`config.mk`:
```
export PLATFORM = sky130hd
export DESIGN_NAME = cfe_color_expand
export DESIGN_NICKNAME = d
export VERILOG_FILES = /design/src/cfe_pkg.sv /design/src/cfe_plane_mix.sv /design/src/cfe_color_expand.sv
export SDC_FILE = /design/constraint.sdc
export NUM_CORES = 1
export LEC_CHECK = 0
export BUFFER_PORTS_ARGS = -buffer_cell sky130_fd_sc_hd__buf_2
export CORE_AREA = 2 2 135 137
export DETAILED_ROUTE_END_ITERATION = 8
export DIE_AREA = 0 0 137 139
export PLACE_DENSITY = 0.64
export RECOVER_POWER = 25
export SYNTH_ARGS = -nofsm -noshare
export SYNTH_HDL_FRONTEND = slang
export SYNTH_SLANG_ARGS = --single-unit
```
`constraint.sdc`:
```
create_clock -name clk_i -period 3.07 [get_ports clk_i]
set_input_delay 0.307 -clock clk_i [delete_from_list [all_inputs] [get_ports clk_i]]
set_output_delay 0.307 -clock clk_i [all_outputs]
set_load 0.005 [all_outputs]
```
`src/cfe_pkg.sv`:
```
// Constants, types and register map for the color expansion write stage
// Summary of operation
// - Mode field picks set/reset or expansion source
// - Selector bit picks rotated CPU byte or pattern
// - One bits give foreground, zero bits background
// - Foreground color from writable register FA
// - Background color from separate register FB
// - Pattern register F5 selects when chosen
// - Masked-write mask still clips final data
// - Bit mask still mixes expansion with latches
// - Write mode 3 ANDs rotated byte with mask
// - Reading F2 returns load sequence to plane 0
// - Four writes fill blue, green, red, intensity
// - Fast load uses no memory cycle, no waits
// - Load state increments mod four, read clears
// - Plane latches readable and writable individually
package cfe_pkg;

	// ************************************************************
	// Extension register indices
	// ************************************************************
	localparam logic [7:0] IDX_LATCH0 = 8'ha0;
	localparam logic [7:0] IDX_LOAD_STATE = 8'hf1;
	localparam logic [7:0] IDX_FAST_LOAD = 8'hf2;
	localparam logic [7:0] IDX_PATTERN = 8'hf5;
	localparam logic [7:0] IDX_FG_COLOR = 8'hfa;
	localparam logic [7:0] IDX_BG_COLOR = 8'hfb;
	localparam logic [7:0] IDX_CONTROL = 8'hfe;

	// ************************************************************
	// Field layout and encodings
	// ************************************************************
	localparam int CTL_MODE_LO = 2;
	localparam int CTL_SRC_BIT = 1;
	localparam logic [1:0] MODE_SET_RESET = 2'h0;
	localparam logic [1:0] MODE_EXPAND = 2'h1;
	localparam logic [1:0] WMODE_3 = 2'h3;
	localparam logic [1:0] LOAD_FIRST = 2'h0;
	localparam logic [1:0] LOAD_STEP = 2'h1;
	localparam logic [7:0] RST_BYTE = 8'h00;
	localparam logic [7:0] READ_NONE = 8'h00;

	// Control register value split into its fields
	typedef struct packed {
		logic [3:0] unused;
		logic [1:0] mode;
		logic src_cpu;
		logic rsvd;
	} cfe_ctl_s;

	// One display memory write as handed to the memory sequencer
	typedef struct packed {
		logic [31:0] data;
		logic [7:0] wmask;
	} cfe_mem_wr_s;

endpackage

```
`src/cfe_plane_mix.sv`:
```
// One plane of the color expansion and bit mask mixing path
module cfe_plane_mix #(
	parameter int WIDTH = 8
) (
	// Sources
	input wire logic [WIDTH-1:0] set_reset_i,
	input wire logic [WIDTH-1:0] selector_i,
	input wire logic fg_bit_i,
	input wire logic bg_bit_i,
	input wire logic expand_i,
	// Mixing
	input wire logic [WIDTH-1:0] bit_mask_i,
	input wire logic [WIDTH-1:0] latch_i,
	output logic [WIDTH-1:0] data_o
);
	logic [WIDTH-1:0] fb_byte;
	logic [WIDTH-1:0] src_byte;

	assign fb_byte = (selector_i & {WIDTH{fg_bit_i}})
		| (~selector_i & {WIDTH{bg_bit_i}});
	assign src_byte = expand_i ? fb_byte : set_reset_i;
	// Bit mask mixes with latch contents
	assign data_o = (src_byte & bit_mask_i) | (latch_i & ~bit_mask_i);
endmodule // cfe_plane_mix

```
`src/cfe_color_expand.sv`:
```
// Color expansion, bit mask mixing and fast latch load for the write path
module cfe_color_expand #(
	parameter int PLANES = 4,
	parameter int WIDTH = 8
) (
	// Clock and reset
	input wire logic clk_i,
	input wire logic rst_n_i,
	// Extension register port (index already decoded by the sequencer)
	input wire logic ext_wr_i,
	input wire logic ext_rd_i,
	input wire logic [7:0] ext_idx_i,
	input wire logic [7:0] ext_wdata_i,
	output logic [7:0] ext_rdata_o,
	output logic ext_rvalid_o,
	output logic ext_wait_o,
	// Display memory write request from the standard path
	input wire logic cpu_wr_i,
	input wire logic [WIDTH-1:0] rot_byte_i,
	input wire logic [PLANES*WIDTH-1:0] set_reset_i,
	input wire logic [WIDTH-1:0] bit_mask_i,
	input wire logic [1:0] write_mode_i,
	input wire logic [WIDTH-1:0] mw_mask_i,
	// Display memory read data for latching
	input wire logic mem_rd_i,
	input wire logic [PLANES*WIDTH-1:0] mem_rdata_i,
	// Result to memory
	output logic mem_wr_o,
	output cfe_pkg::cfe_mem_wr_s mem_o
);

	// ************************************************************
	// Elaboration check
	// ************************************************************
	generate
		if (PLANES != 4 || WIDTH != 8) begin : g_bad
			$error("cfe_color_expand serves four 8-bit planes only");
		end
	endgenerate

	// Index match, used for both read and write decode
	function automatic logic hit(input logic [7:0] idx,
		input logic [7:0] reg_idx);
		hit = (idx == reg_idx);
	endfunction

	// ************************************************************
	// Registers
	// ************************************************************
	logic [7:0] pattern;
	logic [7:0] fg_color;
	logic [7:0] bg_color;
	cfe_pkg::cfe_ctl_s ctl;
	logic [1:0] load_state;
	logic [WIDTH-1:0] latch [PLANES];

	logic wr_fast;
	logic rd_fast;
	logic [1:0] next_load_state;
	logic expand;
	logic [WIDTH-1:0] selector;
	logic [WIDTH-1:0] eff_mask;
	logic [PLANES*WIDTH-1:0] mixed;
	logic [7:0] rd_mux;
	logic [1:0] lat_sel;
	logic lat_hit;

	assign wr_fast = ext_wr_i && hit(ext_idx_i, cfe_pkg::IDX_FAST_LOAD);
	assign rd_fast = ext_rd_i && hit(ext_idx_i, cfe_pkg::IDX_FAST_LOAD);
	assign lat_hit = (ext_idx_i[7:2] == cfe_pkg::IDX_LATCH0[7:2]);
	assign lat_sel = ext_idx_i[1:0];

	// Load state steps per write, a read clears it
	// Read of the fast load port restarts at plane 0
	assign next_load_state = rd_fast ? cfe_pkg::LOAD_FIRST
		: wr_fast ? load_state + cfe_pkg::LOAD_STEP : load_state;

	// Configuration registers
	always_ff @(posedge clk_i or negedge rst_n_i) begin
		if (!rst_n_i) begin
			pattern <= cfe_pkg::RST_BYTE;
			fg_color <= cfe_pkg::RST_BYTE;
			bg_color <= cfe_pkg::RST_BYTE;
			ctl <= cfe_pkg::RST_BYTE;
			load_state <= cfe_pkg::LOAD_FIRST;
		end else begin
			load_state <= next_load_state;
			if (ext_wr_i) begin
				if (hit(ext_idx_i, cfe_pkg::IDX_PATTERN)) begin
					pattern <= ext_wdata_i;
				end
				if (hit(ext_idx_i, cfe_pkg::IDX_FG_COLOR)) begin
					fg_color <= ext_wdata_i;
				end
				if (hit(ext_idx_i, cfe_pkg::IDX_BG_COLOR)) begin
					bg_color <= ext_wdata_i;
				end
				if (hit(ext_idx_i, cfe_pkg::IDX_CONTROL)) begin
					ctl <= ext_wdata_i;
				end
			end
		end
	end

	// ************************************************************
	// Plane latches
	// ************************************************************
	// A register write beats a memory read in the same cycle, so a
	// fast load is never overwritten by a stale read
	genvar p;
	generate
		for (p = 0; p < PLANES; p++) begin : g_latch
			logic ld_fast;
			logic ld_direct;
			assign ld_fast = wr_fast && (load_state == 2'(p));
			assign ld_direct = ext_wr_i && lat_hit && (lat_sel == 2'(p));
			always_ff @(posedge clk_i or negedge rst_n_i) begin
				if (!rst_n_i) begin
					latch[p] <= cfe_pkg::RST_BYTE;
				// Successive bytes go to successive planes
				end else if (ld_fast || ld_direct) begin
					latch[p] <= ext_wdata_i;
				// Same latch as a memory read fills
				end else if (mem_rd_i) begin
					latch[p] <= mem_rdata_i[p*WIDTH +: WIDTH];
				end
			end
		end
	endgenerate

	// ************************************************************
	// Write data path
	// ************************************************************
	// Reserved codes fall back to set/reset
	assign expand = (ctl.mode == cfe_pkg::MODE_EXPAND);
	assign selector = ctl.src_cpu ? rot_byte_i : pattern;
	// Write mode 3 narrows the bit mask
	assign eff_mask = (write_mode_i == cfe_pkg::WMODE_3)
		? (rot_byte_i & bit_mask_i) : bit_mask_i;

	generate
		for (p = 0; p < PLANES; p++) begin : g_plane
			cfe_plane_mix #(
				.WIDTH(WIDTH)
			) u_mix (
				.set_reset_i(set_reset_i[p*WIDTH +: WIDTH]),
				.selector_i(selector),
				.fg_bit_i(fg_color[p]),
				.bg_bit_i(bg_color[p]),
				.expand_i(expand),
				.bit_mask_i(eff_mask),
				.latch_i(latch[p]),
				.data_o(mixed[p*WIDTH +: WIDTH])
			);
		end
	endgenerate

	// Memory write, one cycle after the request
	always_ff @(posedge clk_i or negedge rst_n_i) begin
		if (!rst_n_i) begin
			mem_wr_o <= 1'b0;
			mem_o <= '0;
		end else begin
			mem_wr_o <= cpu_wr_i;
			if (cpu_wr_i) begin
				mem_o.data <= mixed;
				mem_o.wmask <= mw_mask_i;
			end
		end
	end

	// ************************************************************
	// Register read back
	// ************************************************************
	// Latches read back like any extension register
	assign rd_mux = lat_hit ? latch[lat_sel]
		: hit(ext_idx_i, cfe_pkg::IDX_PATTERN) ? pattern
		: hit(ext_idx_i, cfe_pkg::IDX_FG_COLOR) ? fg_color
		: hit(ext_idx_i, cfe_pkg::IDX_BG_COLOR) ? bg_color
		: hit(ext_idx_i, cfe_pkg::IDX_CONTROL) ? ctl
		: hit(ext_idx_i, cfe_pkg::IDX_LOAD_STATE) ? {6'h00, load_state}
		: cfe_pkg::READ_NONE;

	// Reads answer one cycle later; no memory cycle is ever involved
	always_ff @(posedge clk_i or negedge rst_n_i) begin
		if (!rst_n_i) begin
			ext_rdata_o <= cfe_pkg::READ_NONE;
			ext_rvalid_o <= 1'b0;
			ext_wait_o <= 1'b0;
		end else begin
			ext_rvalid_o <= ext_rd_i;
			// Register path never stalls the host
			ext_wait_o <= 1'b0;
			if (ext_rd_i) begin
				ext_rdata_o <= rd_mux;
			end
		end
	end
endmodule // cfe_color_expand

```
==> impl_metrics.yaml, run 1 <==
grt:
  grt_max_degree: 65
  grt.overflow.total: 0
  grt_usage: 0.212
  grt_pass1_wl_um: 30200
  antenna_found_initial: 0
  grt_pass1_vias: 5162
clocking:
  clockBufferDepth: 2
  cts_tree: "built"
  numCtsBuffers: 17
  cts-root-buf: "clkbuf_16"
  htreeDepth: 4
  clk_pin_slew_ps: 50
  clk_latency_ps: 420
  cts_sinks: 116
placement:
  place_congestion: 0.861
  place_area_mm2: 0.00757
  place.port_buffers: 161
  dp_hpwl_um: 14800
cells_and_area:
  multi_input_comb_area_mm2: 0.00348
  final_nets: 853
  drive_above_1_share: 0.409
  n_antenna_cell: 0
  seqCellArea_mm2: 0.00290
  nFillCells: 1723
  final_area_mm2: 0.00817
  area_growth_pct: 24.0
  fin_util: 0.463
worst_setup_path:
  timing.rr.end: "mem_o[33]"
  startpoint: "ctl[1]"
  r2r-start: "ctl[1]"
  criticalPathCategory: "reg2reg"
  path_max_fanout: 10
  endpoint: "mem_o[33]"
  cpPeakStageDelay_ps: 820
  path_delay_family: "multiplexers"
  rrSetupSlack_ps: 980
  cp_num_cells: 4
  reg2regPathDepth: 4
  start_kind: "flop"
  path_buf_inv: 0
  worstPathCellList: "mux2i_2 > mux2i_1 > a211o_1 > a31oi_1"
  endpoint_kind: "flop"
  crit_path_top_delay_cell: "dfrtp_1"
  required_ps: 3290
  arrival_ps: 2310
pwr:
  p_seq_frac: 0.398
  power.switching_uw: 1160
  p_leak_uw: 0.00388
  p_per_area_mw_per_mm2: 551
  comb_power_share: 0.153
  clockPowerShare: 0.449
  power.total_uw: 4510
  p_sw_frac: 0.258
  p_int_uw: 3350
  ir_worst_vdd_mv: 0.419
sta:
  max_slew.worst_pin.slew_ps: 1730
  period_share: 0.681
  period_needed_ps: 2090
  fin_skew_ps: 10.7
  maxSlewHeadroom: -0.153
  finalSetupTns_ps: 0
  finalMaxSlewViolations: 39
  max_freq_mhz: 478
  setup_violations: 0
  finalHoldViolCount: 0
  rsz0062_at_grt: "no"
synth:
  synth_edf_count: 0
  synthDistinctLibCells: 57
  async_reset_ff_frac: 1.00
  synth-seq-area-share: 0.440
  synth-seq-cells: 116
  synth_nets: 708
  avgSynthCellArea_um2: 11.1
  syn-instance-count: 592
  synth_flop_cell: "dfrtp_1"
  yosysWarnings: 0
  syn_area_mm2: 0.00659
status:
  outcome: "finished with violations"
  failed_checks: "capacitance limit, slew limit"
drt:
  via_count: 5357
  drc: 0
  viasPerCell: 5.47
  routedWlPerCell_um: 20.5
  detail_route.first_pass.iterations: 5
  drt_iter0_drc: 374
  ant_nets: 0
  routed_wl_um: 20100
floorplanning:
  fp.dieArea_mm2: 0.0190
  die_h_um: 139
  die_w_um: 137
  start_util: 0.373
  io_pins: 163
  core_mm2: 0.0177
  rows: 49
flow_run:
  max_cap_viol_count: 1
min_path:
  hp-class: "in2reg"
==> per-layer routing <==
metal / wire length, um / vias up / GRT usage
li1: - / 2488 / -
met1: 9290 / 2661 / 0.314
met2: 9260 / 179 / 0.312
met3: 1170 / 29 / 0.0468
met4: 349 / 0 / 0.0581
met5: 0 / - / 0
==> stage by stage <==
step,cells,hold WS (ps),setup WS (ps)
finish,979,117,979
global route,979,116,874
CTS,979,110,989
detailed placement,946,329,807
global placement,946,329,834
floorplan,592,11.4,1300
==> timing repair <==
item,CTS,global route
hold buffers,1,0
hold endpoints to repair,37,0
setup buffers,0,0
gates resized for setup,0,0
==> layout by cell type (no fill, tap or decap), types with 2 or more instances in the layout <==
master	count
and4_1	3
clkbuf_16	17
o22ai_1	9
a21oi_1	3
buf_4	6
mux4_2	8
mux2i_2	8
nand2b_1	2
bufinv_16	3
nor3b_1	4
dfrtp_1	116
nor2b_1	6
o21ai_0	8
o32ai_1	3
nand2_1	43
o21ai_1	8
inv_1	10
a221oi_1	6
mux2_4	16
clkbuf_1	12
mux2_1	9
mux2i_1	35
a31oi_1	32
nor2_1	71
clkinv_2	4
ha_1	4
clkbuf_8	3
mux2_2	77
a211o_1	33
buf_2	151
o2bb2ai_1	4
nand3_1	4
==> worst min path at each step <==
| stage | slack (ps) | cells after the start | endpoint | from |
|---|---|---|---|---|
| detailed placement | 330 | 1 | ext_rdata_o[5] | rst_n_i |
| global placement | 330 | 1 | ext_rdata_o[5] | rst_n_i |
| floorplan | 10 | 0 | bg_color[0] | rst_n_i |
| CTS | 110 | 2 | mem_o[6] | mw_mask_i[6] |
| global route | 120 | 2 | mem_o[2] | mw_mask_i[2] |
| finish | 120 | 2 | mem_o[6] | mw_mask_i[6] |
==> cells in the mapped netlist, drive strengths merged (3+ instances only) <==
master / count / area [um^2]
mux2: 102 / 1210
o22ai: 9 / 56.3
dfrtp: 116 / 2900
mux2i: 43 / 460
mux4: 8 / 180
clkbuf: 27 / 101
nand3: 4 / 20.0
nor3b: 4 / 30.0
and4: 3 / 26.3
inv: 10 / 37.5
ha: 4 / 50.1
buf: 15 / 77.6
nor2: 72 / 273
a221oi: 6 / 52.6
a211o: 33 / 289
a31oi: 32 / 200
nand2: 44 / 168
nor2b: 7 / 43.8
o32ai: 3 / 26.3
a21oi: 5 / 40.0
o2bb2ai: 4 / 35.0
o21ai: 16 / 80.1
==> power groups by stage <==
| stage | Combinational [uW] | Sequential (uW) | Clock, uW |
|---|---|---|---|
| global route | 756 | 1810 | 2120 |
| global placement | 688 | 1810 | 0 |
| finish | 690 | 1790 | 2030 |
| floorplan | 409 | 1770 | 0 |
| CTS | 697 | 1790 | 2050 |
| detailed placement | 691 | 1810 | 0 |
==> cell type report <==
| class | count | area share |
|---|---|---|
| clock buffers | 23 | 0.0585 |
| repair buffers | 168 | 0.106 |
| multi-input cells | 424 | 0.426 |
| flip-flops and latches | 116 | 0.355 |
| inverters | 10 | 0.00459 |
| well taps | 229 | 0.0351 |
| clock inverters | 9 | 0.0155 |
==> logic make-up after synthesis <==
family / share of synthesized area
flip-flops: 0.440
other: 0.000569
AND/OR/NAND/NOR: 0.111
buffers and inverters: 0.0328
adder cells (fa/ha/maj): 0.00759
AO/OA/AOI/OAI: 0.127
multiplexers: 0.281
==> flip-flops by register name, summed over array words and instances, names as in the netlist <==
register      count
bg_color          8
ctl               8
ext_rdata_o       8
ext_rvalid_o      1
fg_color          8
latch            32
load_state        2
mem_o            40
mem_wr_o          1
pattern           8
No activity file was read; power rests on OpenSTA's default activity.
==> inputs of run 2 (changes only) <==
==> constraint.sdc (replaced) <==
create_clock -name clk_i -period 2.2 [get_ports clk_i]
set_input_delay 0.22 -clock clk_i [delete_from_list [all_inputs] [get_ports clk_i]]
set_output_delay 0.22 -clock clk_i [all_outputs]
set_load 0.005 [all_outputs]
==> run 2 against run 1 <==
  * The flow still finishes with violations (capacitance limit, slew limit)
  * Register-to-register slack worse by 720 ps
  * Clock skew grew 1.8 ps
  * Flip-flop and latch count did not move
  * Cell area up 1.1%
  * Clock-buffer cell count grew 1
  * Largest cell class unchanged
  * Clock power increased by 33%
  * Critical path depth stayed put
  * Critical path type unchanged
==> impl_metrics.yaml, run 2 (synthesized netlist as in run 1, its figures left out) <==
status:
  outcome: "finished with violations"
  failed_checks: "capacitance limit, slew limit"
sta:
  rsz0062_at_grt: "no"
  fin_skew_ps: 12.5
  period_share: 0.881
  setup_violations: 0
  max_freq_mhz: 516
  finalHoldViolCount: 0
  finalMaxSlewViolations: 33
  max_slew.worst_pin.slew_ps: 1590
  finalSetupTns_ps: 0
  maxSlewHeadroom: -0.0574
  period_needed_ps: 1940
grt:
  grt_max_degree: 113
  grt.overflow.total: 0
  grt_pass1_vias: 5370
  grt_usage: 0.215
  grt_pass1_wl_um: 30700
  antenna_found_initial: 0
worst_setup_path:
  required_ps: 2530
  reg2regPathDepth: 4
  path_max_fanout: 9
  arrival_ps: 2270
  criticalPathCategory: "reg2reg"
  endpoint_kind: "flop"
  rrSetupSlack_ps: 260
  start_kind: "flop"
  timing.rr.end: "mem_o[25]"
  r2r-start: "ctl[1]"
flow_run:
  max_cap_viol_count: 1
cells_and_area:
  area_growth_pct: 25.4
  nFillCells: 1676
  largest_register_ffs: 40
  drive_above_1_share: 0.427
  seqCellArea_mm2: 0.00290
  n_antenna_cell: 0
  final_cell_mix: "buf_2, dfrtp_1, mux2_2"
  final_common_cell: "buf_2"
  largest_register: "mem_o"
  final_nets: 869
  fin_cells: 992
  multi_input_comb_area_mm2: 0.00348
  reg_top3: "mem_o: 40 flops, latch: 32 flops"
drt:
  viasPerCell: 5.41
  ant_nets: 0
  detail_route.first_pass.iterations: 5
  routedWlPerCell_um: 20.3
  drc: 0
  drt_iter0_drc: 437
  via_count: 5370
  routed_wl_um: 20100
clocking:
  cts_tree: "built"
  htreeDepth: 4
  cts-root-buf: "clkbuf_16"
  numCtsBuffers: 17
  cts_setup_buffers: 0
  clockBufferDepth: 2
  clk_pin_slew_ps: 50
  clk_latency_ps: 430
  cts_sinks: 116
pwr:
  power.total_uw: 6170
  p_per_area_mw_per_mm2: 747
  ir_worst_vdd_mv: 0.554
  p_leak_uw: 0.00396
placement:
  dp_hpwl_um: 14800
  place_congestion: 0.874
  place.port_buffers: 161
  place_inst: 962
floorplanning:
  start_util: 0.373
  rows: 49
  fp.dieArea_mm2: 0.0190
  die_w_um: 137
  die_h_um: 139
  core_mm2: 0.0177
  io_pins: 163
min_path:
  min_to: "mem_o[7]"
  min_from: "mw_mask_i[7]"
  holdPathStages: 2
  hp-class: "in2reg"
-- run 2: routing by layer --
layer | track usage | vias up | part of all wire
li1 | - | 2521 | -
met1 | 0.297 | 2617 | 0.45
met2 | 0.323 | 200 | 0.46
met3 | 0.0537 | 32 | 0.070
met4 | 0.0819 | 0 | 0.026
met5 | 0 | - | 0
-- run 2: area by class of cell --
class	count	share of cell area
multi-input combinational	424	0.421
sequential	116	0.351
timing repair buffer	184	0.120
clock buffer	24	0.0595
tap	229	0.0347
clock inverter	5	0.00908
inverter	10	0.00454
-- run 2: per-stage QoR --
step | cell area (um^2) | worst slack [ps] | util | hold slack (ps)
6_report | 8270 | 262 | 0.468 | 31.9
5_1_grt | 8270 | 134 | 0.468 | 23.6
4_1_cts | 8280 | 249 | 0.469 | 18.8
3_5_place_dp | 7700 | 195 | 0.436 | 35.3
3_3_place_gp | 7700 | 214 | 0.436 | 33.9
2_1_floorplan | 6590 | 522 | - | -75.6
-- run 2: power by group --
group	internal (uW)	switching (uW)
clock network	1760	939
logic	494	476
registers	2330	178
-- run 2: repair_timing --
action | 4_1_cts | 5_1_grt
hold buffers | 1 | 0
endpoints found under the hold margin | 58 | 0
resized for setup | 0 | 0
-- run 2: critical path, stage by stage, from the launching register on --
cell     delay [ps]
dfrtp_1         720
mux2i_2         490
mux2i_1         160
a211o_1         310
a31oi_1         160
-- run 2: worst max-delay path by stage --
stage / cells past startpoint / to / slack (ps) / from
floorplan: 5 / fg_color[1] / 520 / ext_idx_i[0]
global placement: 5 / latch[26] / 210 / ext_idx_i[3]
detailed placement: 5 / latch[27] / 190 / ext_idx_i[3]
CTS: 4 / mem_o[25] / 250 / ctl[1]
global route: 4 / mem_o[25] / 130 / ctl[1]
finish: 4 / mem_o[25] / 260 / ctl[1]
